<file path="config.mk">
export PLATFORM = sky130hd
export DESIGN_NAME = atab_top
export DESIGN_NICKNAME = d
export VERILOG_FILES = /design/src/verilog/atab_age_tick.v /design/src/verilog/atab_bin_store.v /design/src/verilog/atab_top.v
export VERILOG_INCLUDE_DIRS = /design/src /design/src/verilog
export SDC_FILE = /design/constraint.sdc
export NUM_CORES = 2
export LEC_CHECK = 0
export ABC_AREA = 1
export BUFFER_PORTS_ARGS = -buffer_cell sky130_fd_sc_hd__buf_4
export CAP_MARGIN = 20
export CELL_PAD_IN_SITES_DETAIL_PLACEMENT = 1
export CELL_PAD_IN_SITES_GLOBAL_PLACEMENT = 1
export CORE_MARGIN = 5
export CORE_UTILIZATION = 54
export CTS_BUF_LIST = sky130_fd_sc_hd__clkbuf_16
export DETAILED_ROUTE_END_ITERATION = 8
export HOLD_SLACK_MARGIN = 0.08
export PLACE_DENSITY_LB_ADDON = 0.1
export SLEW_MARGIN = 20
export SYNTH_ARGS = -nofsm -noshare
export SYNTH_HDL_FRONTEND = slang
export SYNTH_HIERARCHICAL = 1
export SYNTH_SLANG_ARGS = --single-unit
</file>
<file path="constraint.sdc">
create_clock -name mclk_in -period 42.7 [get_ports mclk_in]
set_input_delay 4.27 -clock mclk_in [delete_from_list [all_inputs] [get_ports mclk_in]]
set_output_delay 4.27 -clock mclk_in [all_outputs]
set_load 0.005 [all_outputs]
</file>
<file path="src/verilog/atab_regs.vh">
/*
  Register offsets, field positions and reset values of the address
  table staging and walk block. Assumes 32-bit APB, byte addresses.
*/
`ifndef ATAB_REGS_VH
`define ATAB_REGS_VH
// Register byte offsets
`define ATAB_OFF_A_MACLO 8'h10
`define ATAB_OFF_A_MACHI 8'h14
`define ATAB_OFF_A_FWD   8'h18
`define ATAB_OFF_B_MACLO 8'h20
`define ATAB_OFF_B_MACHI 8'h24
`define ATAB_OFF_B_FWD   8'h28
`define ATAB_OFF_B_DEC   8'h2c
`define ATAB_OFF_CTL     8'h30
`define ATAB_OFF_INDEX   8'h40
`define ATAB_OFF_CMD     8'h44
`define ATAB_OFF_R0_LO   8'h50
`define ATAB_OFF_R0_VID  8'h54
`define ATAB_OFF_R0_FWD  8'h58
`define ATAB_OFF_R1_LO   8'h60
`define ATAB_OFF_R1_VID  8'h64
`define ATAB_OFF_R1_FWD  8'h68
// Field widths
`define ATAB_MAC_W 48
`define ATAB_VID_W 12
`define ATAB_FWD_W 22
`define ATAB_ENT_W 82
// Packed entry {vlan id, mac, forwarding word}
`define ATAB_E_VID   81:70
`define ATAB_E_MAC   69:22
`define ATAB_E_MACHI 69:54
`define ATAB_E_MACLO 53:22
`define ATAB_E_FWD   21:0
// Forwarding word fields
`define ATAB_FWD_MAPHI  21:11
`define ATAB_FWD_PORT   10:6
`define ATAB_FWD_STATIC 5
`define ATAB_FWD_AGE    4
`define ATAB_FWD_VALID  3
`define ATAB_MCAST_BIT  47
`define ATAB_E_MCAST    69
// Upper word of the mac/vid register
`define ATAB_W_VID   27:16
`define ATAB_W_MACHI 15:0
`define ATAB_MAC_HI  47:32
`define ATAB_MAC_LO  31:0
// Decoded view of entry b
`define ATAB_DEC_MCAST  31
`define ATAB_DEC_STATIC 17
`define ATAB_DEC_MAP    16:0
`define ATAB_DEC_PORT   4:0
// Control and command bits
`define ATAB_CTL_START 7
`define ATAB_CTL_HIT   0
`define ATAB_CMD_RD    0
`define ATAB_CMD_WR    1
// Reset values
`define ATAB_RST_MAC 48'h0
`define ATAB_RST_VID 12'h0
`define ATAB_RST_FWD 22'h0
`define ATAB_RST_ENT 82'h0
`define ATAB_RST_32  32'h0
// Low forwarding bits of a learned entry: valid and age set
`define ATAB_LRN_FLAGS 6'h18
`endif

</file>
<file path="src/verilog/atab_age_tick.v">
/*
  Aging period timer: one-cycle tick every PERIOD cycles.
  Assumes a synchronised active-low reset.
*/
`timescale 1ns/10ps
module atab_age_tick #(
  parameter PERIOD = 1000000,
  parameter CNT_W  = 32
) (
  input  wire clk_in,
  input  wire rst_b_in,
  output reg  tick_out
);
  localparam [CNT_W-1:0] LAST = PERIOD - 1;
  localparam [CNT_W-1:0] ONE  = 1;
  reg [CNT_W-1:0] cnt_reg;

  // Free-running count, wraps at the period
  always @(posedge clk_in or negedge rst_b_in) begin
    if (!rst_b_in) begin
      cnt_reg  <= {CNT_W{1'b0}};
      tick_out <= 1'b0;
    end else if (cnt_reg == LAST) begin
      cnt_reg  <= {CNT_W{1'b0}};
      tick_out <= 1'b1;
    end else begin
      cnt_reg  <= cnt_reg + ONE;
      tick_out <= 1'b0;
    end
  end
endmodule

</file>
<file path="src/verilog/atab_bin_store.v">
/*
  Address table storage: bins of two entries, whole-bin read,
  per-slot write. Assumes the owner clears it after reset.
*/
`timescale 1ns/10ps
module atab_bin_store #(
  parameter BIN_AW = 4,
  parameter ENT_W  = 82
) (
  input  wire              clk_in,
  input  wire [BIN_AW-1:0] rbin_in,
  output wire [ENT_W-1:0]  rd0_out,
  output wire [ENT_W-1:0]  rd1_out,
  input  wire [BIN_AW-1:0] wbin_in,
  input  wire              we0_in,
  input  wire              we1_in,
  input  wire [ENT_W-1:0]  wd0_in,
  input  wire [ENT_W-1:0]  wd1_in
);
  reg [ENT_W-1:0] slot0_mem [0:(1<<BIN_AW)-1];
  reg [ENT_W-1:0] slot1_mem [0:(1<<BIN_AW)-1];

  // Asynchronous read keeps the engine at one bin per cycle
  assign rd0_out = slot0_mem[rbin_in];
  assign rd1_out = slot1_mem[rbin_in];

  // Independent slot writes
  always @(posedge clk_in) begin
    if (we0_in) begin
      slot0_mem[wbin_in] <= wd0_in;
    end
    if (we1_in) begin
      slot1_mem[wbin_in] <= wd1_in;
    end
  end
endmodule

</file>
<file path="src/verilog/atab_top.v">
/*
  Address table staging registers, indexed bin access, learning,
  aging sweep and sequential table walk, behind an APB slave.
  Assumes APB master on mclk_in and a learn source on the same clock.
*/
// Chosen here: register access over APB.
// Operation
// [RULE1] Entry b holds a 12-bit VLAN ID
// [RULE2] Entry b holds a 48-bit MAC
// [RULE3] Multicast: bits 21:11 give portmap 16:6
// [RULE4] Unicast: bits 10:6 give port number
// [RULE5] Multicast: bits 10:6,5 give portmap 5:0
// [RULE6] Static entries never learned over nor aged
// [RULE7] Age set on access, aging clears then invalidates
// [RULE8] Learn only into invalid non-static slot
// [RULE9] Start bit begins walk of valid unaged entries
// [RULE10] Start bit self-clears when walk completes
// [RULE11] Hit flag set when result is staged
// [RULE12] Result read clears hit, resumes walk
// [RULE13] VLAN result read has no side effect
// [RULE14] Entry zero read clears all results
// [RULE15] Host reads entry one before entry zero
// [RULE16] Indexed read loads both staged entries
// [RULE17] Indexed write stores both staged entries
// [RULE18] Reserved bits read zero, ignore writes
`timescale 1ns/10ps
`include "atab_regs.vh"
module atab_top #(
  parameter BIN_AW            = 4,
  parameter AGE_PERIOD_CYCLES = 1000000
) (
  input  wire                   mclk_in,
  input  wire                   rst_b_in,
  input  wire                   psel_in,
  input  wire                   penable_in,
  input  wire                   pwrite_in,
  input  wire [7:0]             paddr_in,
  input  wire [31:0]            pwdata_in,
  output reg                    pready_out,
  output reg  [31:0]            prdata_out,
  output reg                    pslverr_out,
  input  wire                   learn_req_in,
  input  wire [BIN_AW-1:0]      learn_bin_in,
  input  wire [`ATAB_MAC_W-1:0] learn_mac_in,
  input  wire [`ATAB_VID_W-1:0] learn_vid_in,
  input  wire [4:0]             learn_port_in,
  output reg                    learn_ready_out
);
  localparam [3:0] ST_CLEAR = 4'h1;
  localparam [3:0] ST_IDLE  = 4'h2;
  localparam [3:0] ST_WALK  = 4'h4;
  localparam [3:0] ST_AGE   = 4'h8;
  localparam [BIN_AW-1:0] BIN_LAST = {BIN_AW{1'b1}};
  localparam [BIN_AW-1:0] BIN_ONE  = 1;

  reg rst_meta_reg;
  reg rst_core_b_reg;
  reg [3:0] state_reg;
  reg [`ATAB_MAC_W-1:0] a_mac_reg;
  reg [`ATAB_VID_W-1:0] a_vid_reg;
  reg [`ATAB_FWD_W-1:0] a_fwd_reg;
  reg [`ATAB_MAC_W-1:0] b_mac_reg;
  reg [`ATAB_VID_W-1:0] b_vid_reg;
  reg [`ATAB_FWD_W-1:0] b_fwd_reg;
  reg [BIN_AW-1:0]      index_reg;
  reg                   cmd_rd_reg;
  reg                   cmd_wr_reg;
  reg                   start_reg;
  reg                   hit_reg;
  reg [`ATAB_ENT_W-1:0] r0_reg;
  reg [`ATAB_ENT_W-1:0] r1_reg;
  reg [BIN_AW-1:0]      walk_ptr_reg;
  reg                   walk_last_reg;
  reg [BIN_AW-1:0]      sweep_ptr_reg;
  reg                   age_pend_reg;
  reg [BIN_AW-1:0]      l_bin_reg;
  reg [`ATAB_MAC_W-1:0] l_mac_reg;
  reg [`ATAB_VID_W-1:0] l_vid_reg;
  reg [4:0]             l_port_reg;

  wire [`ATAB_ENT_W-1:0] rd0;
  wire [`ATAB_ENT_W-1:0] rd1;
  wire                   age_tick;
  reg  [BIN_AW-1:0]      rbin;
  reg                    we0;
  reg                    we1;
  reg  [`ATAB_ENT_W-1:0] wd0;
  reg  [`ATAB_ENT_W-1:0] wd1;
  reg  [31:0]            rd_mux;
  reg                    rd_hit;

  // Occupied for the walk: valid and age clear
  function hit_ok;
    input [`ATAB_ENT_W-1:0] e;
    begin
      hit_ok = e[`ATAB_FWD_VALID] & ~e[`ATAB_FWD_AGE];
    end
  endfunction

  // Same station already stored
  function key_eq;
    input [`ATAB_ENT_W-1:0] e;
    input [`ATAB_MAC_W-1:0] mac;
    input [`ATAB_VID_W-1:0] vid;
    begin
      key_eq = e[`ATAB_FWD_VALID] & (e[`ATAB_E_MAC] == mac) & (e[`ATAB_E_VID] == vid);
    end
  endfunction

  // Refresh an entry on access: age set on all, port kept on static and multicast ones
  function [`ATAB_ENT_W-1:0] touch;
    input [`ATAB_ENT_W-1:0] e;
    input [4:0]             port;
    begin
      touch = e;
      touch[`ATAB_FWD_AGE] = 1'b1;
      if (!e[`ATAB_FWD_STATIC] && !e[`ATAB_E_MCAST]) begin
        touch[`ATAB_FWD_PORT] = port;
      end
    end
  endfunction

  // One aging step on an entry
  function [`ATAB_ENT_W-1:0] age_step;
    input [`ATAB_ENT_W-1:0] e;
    begin
      age_step = e;
      if (e[`ATAB_FWD_VALID] && !e[`ATAB_FWD_STATIC]) begin
        if (e[`ATAB_FWD_AGE]) begin
          age_step[`ATAB_FWD_AGE] = 1'b0;
        end else begin
          age_step[`ATAB_FWD_VALID] = 1'b0;
        end
      end
    end
  endfunction

  // Role view of a forwarding word
  function [31:0] fwd_view;
    input                   mcast;
    input [`ATAB_FWD_W-1:0] f;
    begin
      fwd_view = `ATAB_RST_32;
      if (mcast) begin
        fwd_view[`ATAB_DEC_MCAST] = 1'b1;
        fwd_view[`ATAB_DEC_MAP] = {f[`ATAB_FWD_MAPHI], f[`ATAB_FWD_PORT], f[`ATAB_FWD_STATIC]};
      end else begin
        fwd_view[`ATAB_DEC_PORT]   = f[`ATAB_FWD_PORT];
        fwd_view[`ATAB_DEC_STATIC] = f[`ATAB_FWD_STATIC];
      end
    end
  endfunction

  // Reset release through two flops
  always @(posedge mclk_in or negedge rst_b_in) begin
    if (!rst_b_in) begin
      rst_meta_reg   <= 1'b0;
      rst_core_b_reg <= 1'b0;
    end else begin
      rst_meta_reg   <= 1'b1;
      rst_core_b_reg <= rst_meta_reg;
    end
  end

  atab_bin_store #(
    .BIN_AW (BIN_AW),
    .ENT_W  (`ATAB_ENT_W)
  ) u_store (
    .clk_in  (mclk_in),
    .rbin_in (rbin),
    .rd0_out (rd0),
    .rd1_out (rd1),
    .wbin_in (rbin),
    .we0_in  (we0),
    .we1_in  (we1),
    .wd0_in  (wd0),
    .wd1_in  (wd1)
  );

  atab_age_tick #(
    .PERIOD (AGE_PERIOD_CYCLES),
    .CNT_W  (32)
  ) u_age (
    .clk_in   (mclk_in),
    .rst_b_in (rst_core_b_reg),
    .tick_out (age_tick)
  );

  wire apb_first = psel_in & penable_in & ~pready_out;
  wire apb_done  = psel_in & penable_in & pready_out;
  wire wr_done   = apb_done & pwrite_in;
  wire rd_done   = apb_done & ~pwrite_in;
  wire not_clr   = ~state_reg[0];
  wire serve_cmd = not_clr & (cmd_rd_reg | cmd_wr_reg);
  wire serve_lrn = not_clr & ~serve_cmd & ~learn_ready_out;
  wire step      = ~serve_cmd & ~serve_lrn;

  // Table port: post-reset clear first, then commands, then learning, then the state's sweep
  always @* begin
    rbin = state_reg[2] ? walk_ptr_reg : sweep_ptr_reg;
    we0  = 1'b0;
    we1  = 1'b0;
    wd0  = rd0;
    wd1  = rd1;
    if (state_reg[0]) begin
      we0 = 1'b1;
      we1 = 1'b1;
      wd0 = `ATAB_RST_ENT;
      wd1 = `ATAB_RST_ENT;
    end else if (serve_cmd) begin
      rbin = index_reg;
      // [RULE17] whole bin overwrite
      if (cmd_wr_reg) begin
        we0 = 1'b1;
        we1 = 1'b1;
        wd0 = {a_vid_reg, a_mac_reg, a_fwd_reg};
        wd1 = {b_vid_reg, b_mac_reg, b_fwd_reg};
      end
    end else if (serve_lrn) begin
      rbin = l_bin_reg;
      // [RULE7] mark accessed on a hit
      if (key_eq(rd0, l_mac_reg, l_vid_reg)) begin
        we0 = 1'b1;
        wd0 = touch(rd0, l_port_reg);
      end else if (key_eq(rd1, l_mac_reg, l_vid_reg)) begin
        we1 = 1'b1;
        wd1 = touch(rd1, l_port_reg);
      // [RULE8] free slot only
      end else if (!rd0[`ATAB_FWD_VALID] && !rd0[`ATAB_FWD_STATIC]) begin
        we0 = 1'b1;
        wd0 = {l_vid_reg, l_mac_reg, 11'h0, l_port_reg, `ATAB_LRN_FLAGS};
      end else if (!rd1[`ATAB_FWD_VALID] && !rd1[`ATAB_FWD_STATIC]) begin
        we1 = 1'b1;
        wd1 = {l_vid_reg, l_mac_reg, 11'h0, l_port_reg, `ATAB_LRN_FLAGS};
      end
    end else if (state_reg[3]) begin
      // [RULE6] static skipped by aging
      we0 = 1'b1;
      we1 = 1'b1;
      wd0 = age_step(rd0);
      wd1 = age_step(rd1);
    end
  end

  // Read data mux; reserved bits come back as zero
  always @* begin
    rd_hit = 1'b1;
    case (paddr_in)
      `ATAB_OFF_A_MACLO: rd_mux = a_mac_reg[`ATAB_MAC_LO];
      `ATAB_OFF_A_MACHI: rd_mux = {4'h0, a_vid_reg, a_mac_reg[`ATAB_MAC_HI]};
      `ATAB_OFF_A_FWD:   rd_mux = {10'h0, a_fwd_reg};
      // [RULE2] station mac of entry b
      `ATAB_OFF_B_MACLO: rd_mux = b_mac_reg[`ATAB_MAC_LO];
      // [RULE1] VLAN ID beside mac
      `ATAB_OFF_B_MACHI: rd_mux = {4'h0, b_vid_reg, b_mac_reg[`ATAB_MAC_HI]};
      // [RULE18] reserved read zero
      `ATAB_OFF_B_FWD:   rd_mux = {10'h0, b_fwd_reg};
      // [RULE3] [RULE4] [RULE5] role decode
      `ATAB_OFF_B_DEC:   rd_mux = fwd_view(b_mac_reg[`ATAB_MCAST_BIT], b_fwd_reg);
      `ATAB_OFF_CTL:     rd_mux = {24'h0, start_reg, 6'h0, hit_reg};
      `ATAB_OFF_INDEX:   rd_mux = {{(32-BIN_AW){1'b0}}, index_reg};
      `ATAB_OFF_CMD:     rd_mux = {30'h0, cmd_wr_reg, cmd_rd_reg};
      `ATAB_OFF_R0_LO:   rd_mux = r0_reg[`ATAB_E_MACLO];
      `ATAB_OFF_R0_VID:  rd_mux = {4'h0, r0_reg[`ATAB_E_VID], r0_reg[`ATAB_E_MACHI]};
      `ATAB_OFF_R0_FWD:  rd_mux = {10'h0, r0_reg[`ATAB_E_FWD]};
      `ATAB_OFF_R1_LO:   rd_mux = r1_reg[`ATAB_E_MACLO];
      `ATAB_OFF_R1_VID:  rd_mux = {4'h0, r1_reg[`ATAB_E_VID], r1_reg[`ATAB_E_MACHI]};
      `ATAB_OFF_R1_FWD:  rd_mux = {10'h0, r1_reg[`ATAB_E_FWD]};
      default: begin
        rd_mux = `ATAB_RST_32;
        rd_hit = 1'b0;
      end
    endcase
  end

  // APB handshake: one wait state, answer registered
  always @(posedge mclk_in or negedge rst_core_b_reg) begin
    if (!rst_core_b_reg) begin
      pready_out  <= 1'b0;
      prdata_out  <= `ATAB_RST_32;
      pslverr_out <= 1'b0;
    end else if (apb_first) begin
      pready_out  <= 1'b1;
      prdata_out  <= pwrite_in ? `ATAB_RST_32 : rd_mux;
      pslverr_out <= ~rd_hit;
    end else begin
      pready_out  <= 1'b0;
      pslverr_out <= 1'b0;
    end
  end

  // Engine and register file; software writes come last so they win
  always @(posedge mclk_in or negedge rst_core_b_reg) begin
    if (!rst_core_b_reg) begin
      state_reg <= ST_CLEAR;
      a_mac_reg <= `ATAB_RST_MAC;
      a_vid_reg <= `ATAB_RST_VID;
      a_fwd_reg <= `ATAB_RST_FWD;
      b_mac_reg <= `ATAB_RST_MAC;
      b_vid_reg <= `ATAB_RST_VID;
      b_fwd_reg <= `ATAB_RST_FWD;
      index_reg <= {BIN_AW{1'b0}};
      cmd_rd_reg <= 1'b0;
      cmd_wr_reg <= 1'b0;
      start_reg <= 1'b0;
      hit_reg <= 1'b0;
      r0_reg <= `ATAB_RST_ENT;
      r1_reg <= `ATAB_RST_ENT;
      walk_ptr_reg <= {BIN_AW{1'b0}};
      walk_last_reg <= 1'b0;
      sweep_ptr_reg <= {BIN_AW{1'b0}};
      age_pend_reg <= 1'b0;
      l_bin_reg <= {BIN_AW{1'b0}};
      l_mac_reg <= `ATAB_RST_MAC;
      l_vid_reg <= `ATAB_RST_VID;
      l_port_reg <= 5'h0;
      learn_ready_out <= 1'b1;
    end else begin
      // Tick kept until the sweep starts; a new tick wins
      if (age_tick) begin
        age_pend_reg <= 1'b1;
      end
      if (serve_lrn) begin
        learn_ready_out <= 1'b1;
      end else if (learn_req_in && learn_ready_out) begin
        learn_ready_out <= 1'b0;
        l_bin_reg  <= learn_bin_in;
        l_mac_reg  <= learn_mac_in;
        l_vid_reg  <= learn_vid_in;
        l_port_reg <= learn_port_in;
      end
      if (serve_cmd && cmd_wr_reg) begin
        cmd_wr_reg <= 1'b0;
      end else if (serve_cmd) begin
        // [RULE16] bin into both stages
        cmd_rd_reg <= 1'b0;
        {a_vid_reg, a_mac_reg, a_fwd_reg} <= rd0;
        {b_vid_reg, b_mac_reg, b_fwd_reg} <= rd1;
      end
      if (step) begin
        case (state_reg)
          ST_CLEAR: begin
            sweep_ptr_reg <= sweep_ptr_reg + BIN_ONE;
            if (sweep_ptr_reg == BIN_LAST) begin
              state_reg <= ST_IDLE;
            end
          end
          ST_IDLE: begin
            if (age_pend_reg && !age_tick) begin
              age_pend_reg <= 1'b0;
              state_reg <= ST_AGE;
            end else if (start_reg) begin
              state_reg <= ST_WALK;
            end
          end
          ST_AGE: begin
            sweep_ptr_reg <= sweep_ptr_reg + BIN_ONE;
            if (sweep_ptr_reg == BIN_LAST) begin
              state_reg <= start_reg ? ST_WALK : ST_IDLE;
            end
          end
          ST_WALK: begin
            if (age_pend_reg) begin
              state_reg <= ST_IDLE;
            end else if (!hit_reg && walk_last_reg) begin
              // [RULE10] walk over, self-clear
              start_reg <= 1'b0;
              state_reg <= ST_IDLE;
            end else if (!hit_reg) begin
              // [RULE9] stage occupied entries
              if (hit_ok(rd0) || hit_ok(rd1)) begin
                r0_reg <= hit_ok(rd0) ? rd0 : `ATAB_RST_ENT;
                r1_reg <= hit_ok(rd1) ? rd1 : `ATAB_RST_ENT;
                // [RULE11] result waiting
                hit_reg <= 1'b1;
              end
              walk_ptr_reg <= walk_ptr_reg + BIN_ONE;
              walk_last_reg <= (walk_ptr_reg == BIN_LAST);
            end
          end
          default: begin
            state_reg <= ST_IDLE;
          end
        endcase
      end
      // [RULE12] [RULE14] entry zero read resumes, clears results
      // [RULE13] vid result reads fall through untouched
      // Gated by the flag so a hit staged in this cycle is not lost
      if (rd_done && hit_reg && paddr_in == `ATAB_OFF_R0_FWD) begin
        hit_reg <= 1'b0;
        r0_reg <= `ATAB_RST_ENT;
        r1_reg <= `ATAB_RST_ENT;
      end
      if (wr_done) begin
        // [RULE18] only defined fields stored
        case (paddr_in)
          `ATAB_OFF_A_MACLO: a_mac_reg[`ATAB_MAC_LO] <= pwdata_in;
          `ATAB_OFF_A_MACHI: begin
            a_mac_reg[`ATAB_MAC_HI] <= pwdata_in[`ATAB_W_MACHI];
            a_vid_reg <= pwdata_in[`ATAB_W_VID];
          end
          `ATAB_OFF_A_FWD: a_fwd_reg <= pwdata_in[`ATAB_E_FWD];
          `ATAB_OFF_B_MACLO: b_mac_reg[`ATAB_MAC_LO] <= pwdata_in;
          `ATAB_OFF_B_MACHI: begin
            b_mac_reg[`ATAB_MAC_HI] <= pwdata_in[`ATAB_W_MACHI];
            b_vid_reg <= pwdata_in[`ATAB_W_VID];
          end
          `ATAB_OFF_B_FWD: b_fwd_reg <= pwdata_in[`ATAB_E_FWD];
          `ATAB_OFF_CTL: begin
            // Running walk cannot be restarted or aborted
            if (pwdata_in[`ATAB_CTL_START] && !start_reg) begin
              start_reg <= 1'b1;
              hit_reg <= 1'b0;
              walk_ptr_reg <= {BIN_AW{1'b0}};
              walk_last_reg <= 1'b0;
            end
          end
          `ATAB_OFF_INDEX: index_reg <= pwdata_in[BIN_AW-1:0];
          `ATAB_OFF_CMD: begin
            if (pwdata_in[`ATAB_CMD_RD]) begin
              cmd_rd_reg <= 1'b1;
            end
            if (pwdata_in[`ATAB_CMD_WR]) begin
              cmd_wr_reg <= 1'b1;
            end
          end
          default: begin
            index_reg <= index_reg;
          end
        endcase
      end
    end
  end
endmodule
</file>
# After elaboration in Yosys (flattened, before gate mapping)
# Memory sizes are Yosys's and may differ from the RTL's.
# Index checks and enable logic that the tools add are counted.
# classes
add_sub_neg	3
n_eq_ne	34
n_mux	155
bitwise_logic	25
reduce_logical	34
# ops
operator	n
$mux W82	31
$pmux W32 S16	1
$mux W48	6
$mux W22	8
$mux W32	4
$mux W12	9
$eq A48 B48 Y1	2
$mux W4	18
$mux W1	67
$eq A8 B7 Y1 const B	8
$eq A8 B6 Y1 const B	5
$add A32 B1 Y32 const B	1
$eq A32 B20 Y1 const B	1
$mux W16	2
$mux W5	5
$eq A12 B12 Y1	2
$eq A8 B5 Y1 const B	3
$pmux W4 S4	1
$reduce_or A16 Y1	1
$and A1 B1 Y1	15
$logic_and A1 B1 Y1	13
$eq A4 B4 Y1 const B	3
$logic_not A1 Y1	9
$not A1 Y1	9
16 further kinds	27
# totals
regBits	489
ramBits	2624
input_bits	115
output_inout_bits	35
elab_cells	283
n_memories	2
# memory_table
memory	words	width	read_ports	rd_clocked_by_memory_dff	wr	line	source
u_store.slot0_mem	16	82	1	0	1	atab_bin_store.v:20	reg [ENT_W-1:0] slot0_mem [0:(1<<BIN_AW)-1];
u_store.slot1_mem	16	82	1	0	1	atab_bin_store.v:21	reg [ENT_W-1:0] slot1_mem [0:(1<<BIN_AW)-1];

# Logic depth before layout (Yosys ltp)
# An unclocked memory read counts as a cell.
# depth
ltp_word	22
mapped_depth	37
ltp_nobuf	31

# By module
# The synthesis kept the hierarchy.
# modules_own_cells
mod	n_inst	cells_each	area_per_inst_um2
atab_bin_store	1	9735	108547.9
atab_top	1	4333	29408.2
atab_age_tick	1	304	2048.2

# Least setup slack after synthesis
# OpenSTA, ideal clock, no wires.
# synth_path
path_type	register -> register
startpoint	register state_reg[0]
endpoint	memory u_store.slot1_mem[14][0] (enable)
arrival_time_ps	9697
required_ps	42077
slack_ps	32380
stages_incl_launch_ff	28
n_path_buf	7
cell_sequence	dfstp_2 -> buf_2 -> inv_1 -> nand2_1 -> clkbuf_1 -> buf_1 -> o22ai_1 -> a21oi_1 -> buf_4 -> buf_2 -> clkbuf_1 -> nand2_1 -> nand2_1 -> nand2_1 -> nand3_1 -> nand3_1 -> nand2_1 -> nor2_1 -> inv_2 -> nand2_1 -> nor2_1 -> buf_2 -> o21ai_0 -> nand2_1 -> nand2_1 -> nand3_1 -> inv_1 -> nor3_1
# synth_via
elab_cells_between_ends	33
# synth_lines
item	line	source
start, declared	atab_top.v:58	reg [3:0] state_reg;
start signal, assigned	atab_top.v:359	state_reg <= start_reg ? ST_WALK : ST_IDLE;
$not A1 Y1	atab_top.v:193	wire not_clr = ~state_reg[0];
$and A1 B1 Y1	atab_top.v:194	wire serve_cmd = not_clr & (cmd_rd_reg | cmd_wr_reg);
$not A1 Y1	atab_top.v:195	wire serve_lrn = not_clr & ~serve_cmd & ~learn_ready_out;
$and A1 B1 Y1 (2 in a row)	atab_top.v:195	
$mux W4	atab_top.v:219	end else if (serve_lrn) begin
$mux W4	atab_top.v:210	end else if (serve_cmd) begin
$mux W4 *	atab_top.v:205	if (state_reg[0]) begin
named net rbin[0]	atab_top.v:84	reg [BIN_AW-1:0] rbin;
(+1 left out)	-	
named net rd0[3]	atab_top.v:81	wire [`ATAB_ENT_W-1:0] rd0;
(+3 left out)	-	
$mux W1	atab_top.v:225	end else if (key_eq(rd1, l_mac_reg, l_vid_reg)) begin
$mux W1 *	atab_top.v:222	if (key_eq(rd0, l_mac_reg, l_vid_reg)) begin
$mux W1 *	atab_top.v:219	
$mux W1 *	atab_top.v:210	
$mux W1 *	atab_top.v:205	
named net we1	atab_top.v:86	reg we1;
$mux W1 *	atab_bin_store.v:32	if (we1_in) begin
$mux W1 (not written as such) *	atab_bin_store.v:33	slot1_mem[wbin_in] <= wd1_in;
end, declared	atab_bin_store.v:21	
# Mark *: on every way through the listed nets, which the timed path passes. The rest lies on a longest branch.

# Worst setup path after layout
# layout_path
startpoint	register cmd_wr_reg
endpoint	memory u_store.slot0_mem[5][79] (enable)
# layout_via
elab_cells_between_ends	30
# layout_lines
item	line	source
start, declared	atab_top.v:67	reg cmd_wr_reg;
start signal, assigned	atab_top.v:304	cmd_wr_reg <= 1'b0;
start signal, assigned	atab_top.v:333	cmd_wr_reg <= 1'b0;
start signal, assigned	atab_top.v:424	cmd_wr_reg <= 1'b1;
$or A1 B1 Y1 *	atab_top.v:194	
$and A1 B1 Y1 *	atab_top.v:194	
$not A1 Y1	atab_top.v:195	
$and A1 B1 Y1 (2 in a row)	atab_top.v:195	
$mux W4	atab_top.v:219	
$mux W4 *	atab_top.v:210	
$mux W4 *	atab_top.v:205	
named net rbin[0]	atab_top.v:84	
(+1 left out)	-	
named net rd0[41]	atab_top.v:81	
(+1 left out)	-	
$and A1 B1 Y1 * (2 in a row)	atab_top.v:106	key_eq = e[`ATAB_FWD_VALID] & (e[`ATAB_E_MAC] == mac) & (e[`ATAB_E_VID] == vid);
$mux W1 *	atab_top.v:222	
$mux W1 *	atab_top.v:219	
$mux W1 *	atab_top.v:210	
$mux W1 *	atab_top.v:205	
named net we0	atab_top.v:85	reg we0;
$mux W1 *	atab_bin_store.v:29	if (we0_in) begin
$mux W1 (not written as such) *	atab_bin_store.v:30	slot0_mem[wbin_in] <= wd0_in;
end, declared	atab_bin_store.v:20	
# Marks and branches as above.

==> summary.txt <==
Synthesis
  – Commonest register cell after synthesis: edfxtp_1
  – Cell Area, Synth: 0.1400 sq mm
  – Fraction of registers with async set/reset: 15.71%
  – Synth warn: 6
  – Seq/Total Area, Yosys: 65.02%
  – Post-synth EDFFs: 2624
  – Mean Syn Cell Area: 9.741 sq um
  – Total nets after synthesis: 14490
  – Yosys cell types: 50
  – Number of synthesized register bits: 3113
  – Cell count after synthesis: 14372

Finish
  – Most frequent cells in the layout: 4839 x nand2_1, 2624 x edfxtp_1, 2116 x nand3_1
  – Non-Filler Instances: 17990
  – Layout area overhead: 10.60%
  – Share of layout cells above drive strength 1: 7.339%
  – NumNets Final: 14415
  – Most common cell after layout, fill and taps aside: nand2_1
  – Biggest registers after layout: u_store/slot0_mem: 1312 flops, u_store/slot1_mem: 1312 flops
  – Cell area after layout: 0.1548 sq mm

Placement
  – Post-detail-place hpwl: 362.7 mm
  – Number of port buffers: 149
  – Post-DP Area: 0.1442 sq mm
  – Inst Count DP: 17356
  – GP Congestion: 1.044

Global routing
  – GRT Overall Usage: 42.79%
  – First-pass GRT wire length: 839.4 mm
  – Initial antenna violation count: 45
  – Vias in the first global route: 119374
  – Gr ovfl total: 0
  – Gr busiest metal: met2
  – GR Util met1: 53.50%
  – Largest net degree at the start of global routing: 197
  – Met3 usage: 12.20%
  – GR Util met2: 65.09%

Setup path
  – Worst path required time: 43.23 ns
  – CP Max Fanout: 94
  – CP arrival: 14.25 ns
  – Critical Path End Type: register
  – Crit path max-delay cell type: buf_4
  – Crit path largest cell delay: 0.92 ns
  – Worst R2R Setup Slack: 28.98 ns
  – Worst Path Class, Setup: register to register
  – CP dominant cell by count: nand2_1
  – Crit start category: register

Timing
  – Max-slew violation count: 0
  – Setup Skew: 0.07037 ns
  – WHS: 0.3339 ns
  – Crit share post-route: 32.13%
  – Min Tclk post-route: 13.72 ns
  – Slew margin rel.: 15.21%
  – Final hold violations: 0
  – Setup TNS: 0 ns
  – Achievable Freq: 0.07290 GHz
  – Finish-stage setup viols: 0
  – Slew @ Worst Pin: 1.267 ns
  – RSZ-0062 raised after global routing: false

Route
  – Final wirelength: 589.5 mm
  – Drt first pass iters: 8
  – Post-route ant nets: 0
  – WL/cell: 32.77 microns
  – Initial detailed-routing violation count: 15661
  – Via Count: 115290
  – Drt drc: 0
  – Via density: 6.409

Clock tree
  – Hold Buf Count CTS: 0
  – Root Buffer: clkbuf_16
  – CTS Sinks: 3113
  – CTS Buffer Depth: 4
  – Cts repair resizes: 0
  – CTS tree: done
  – H-tree depth: 5
  – Worst skew pair latency: 0.95 ns
  – Postcts setup bufs: 0
  – CTS buffer count: 337
  – Clock slew seen by the registers of the worst setup and hold paths: 0.06 ns

Floorplan
  – Starting Density: 54.10%
  – Die area: 0.2695 sq mm
  – Die Height: 519.2 microns
  – Core area: 0.2588 sq mm
  – Die Width: 519.2 microns
  – I/O pins: 150
  – Rows: 187

Flow run
  – Max cap viols: 0

Outcome
  – Outcome: complete, no violations

Min path
  – Hold Path Class: register to asynchronous set/reset pin
==> final timing paths <==
| kind | startpoint | to | cells past startpoint |
|---|---|---|---|
| max in group asynchronous | rst_core_b_reg | b_vid_reg[7] | 3 |
| setup / recovery | cmd_wr_reg | u_store/slot0_mem[5][79] | 37 |
| hold reg to reg | rst_core_b_reg | u_age/tick_out | 0 |
| setup reg to reg | cmd_wr_reg | u_store/slot0_mem[5][79] | 37 |
| min in group mclk_in | rst_meta_reg | rst_core_b_reg | 0 |
| hold / removal | rst_core_b_reg | u_age/tick_out | 0 |
==> layer usage <==
metal | up-vias | part of all wire [%]
met4 | 32 | 8.0
li1 | 47709 | -
met1 | 58051 | 36
met5 | - | 0.067
met3 | 2039 | 12
met2 | 7459 | 45
==> cell families after synthesis <==
kind of cell	count (synthesis)	synth area share, %
AND/OR/NAND/NOR	7695	22.86
buffers and inverters	2472	7.182
AO/OA/AOI/OAI	1056	4.699
XOR/XNOR	27	0.1689
adder cells (fa/ha/maj)	3	0.02681
multiplexers	5	0.04021
flip-flops	3113	65.02
other	1	0.002678
==> synth_stat cells (all sizes together), types with 2 or more instances <==
master   number  area, sq um
a211oi       21        157.7
buf         511         2691
nor2        556         2135
a41oi         2        17.52
a21oi       150        750.7
nor3         43        220.2
clkinv        2        7.510
o2111ai       7        61.31
a22o          3        26.28
clkbuf      310         1164
or2          31        193.9
o221ai        3        26.28
o21bai        3        22.52
nor4          7        80.07
o22ai       172         1076
nand4        74        462.9
nand3b        2        15.01
o211ai      260         1952
nand2      4861        18260
mux2          5        56.30
inv        1649         6192
o21ai       352         1762
dfstp         2        52.55
edfxtp     2624        78800
dfrtp       487        12190
ha            3        37.54
nand3      2119        10620
xnor2         8        70.07
xor2         19        166.4
a221oi       79        691.9
==> final cells by class <==
cell class	count	area [sq um]
diodes	22	55.05
clock buffers	337	8433
clock inverters	271	2051
fillers	28097	103900
inverters	1651	6247
multi-input cells	8787	39500
flip-flops and latches	3113	91040
well taps	3402	4257
repair buffers	407	3261
==> per-stage QoR <==
stage | util (%) | setup slack (ns)
6_report | 59.84 | 28.98
5_1_grt | 59.82 | 28.63
4_1_cts | 59.76 | 29.35
3_5_place_dp | 55.71 | 29.49
3_3_place_gp | 55.67 | 29.54
2_1_floorplan | - | 28.06
==> critical path, delay by kind of cell (launching register included) <==
kind / cells / cell delay [ns]
compound gates: 1 / 0.44
buf+inv: 13 / 7.53
flops: 1 / 0.83
simple gates: 23 / 4.11
Power is left out: the tool's default activity adds up to more than one toggle a clock period on the data nets, which glitch-free logic cannot reach.
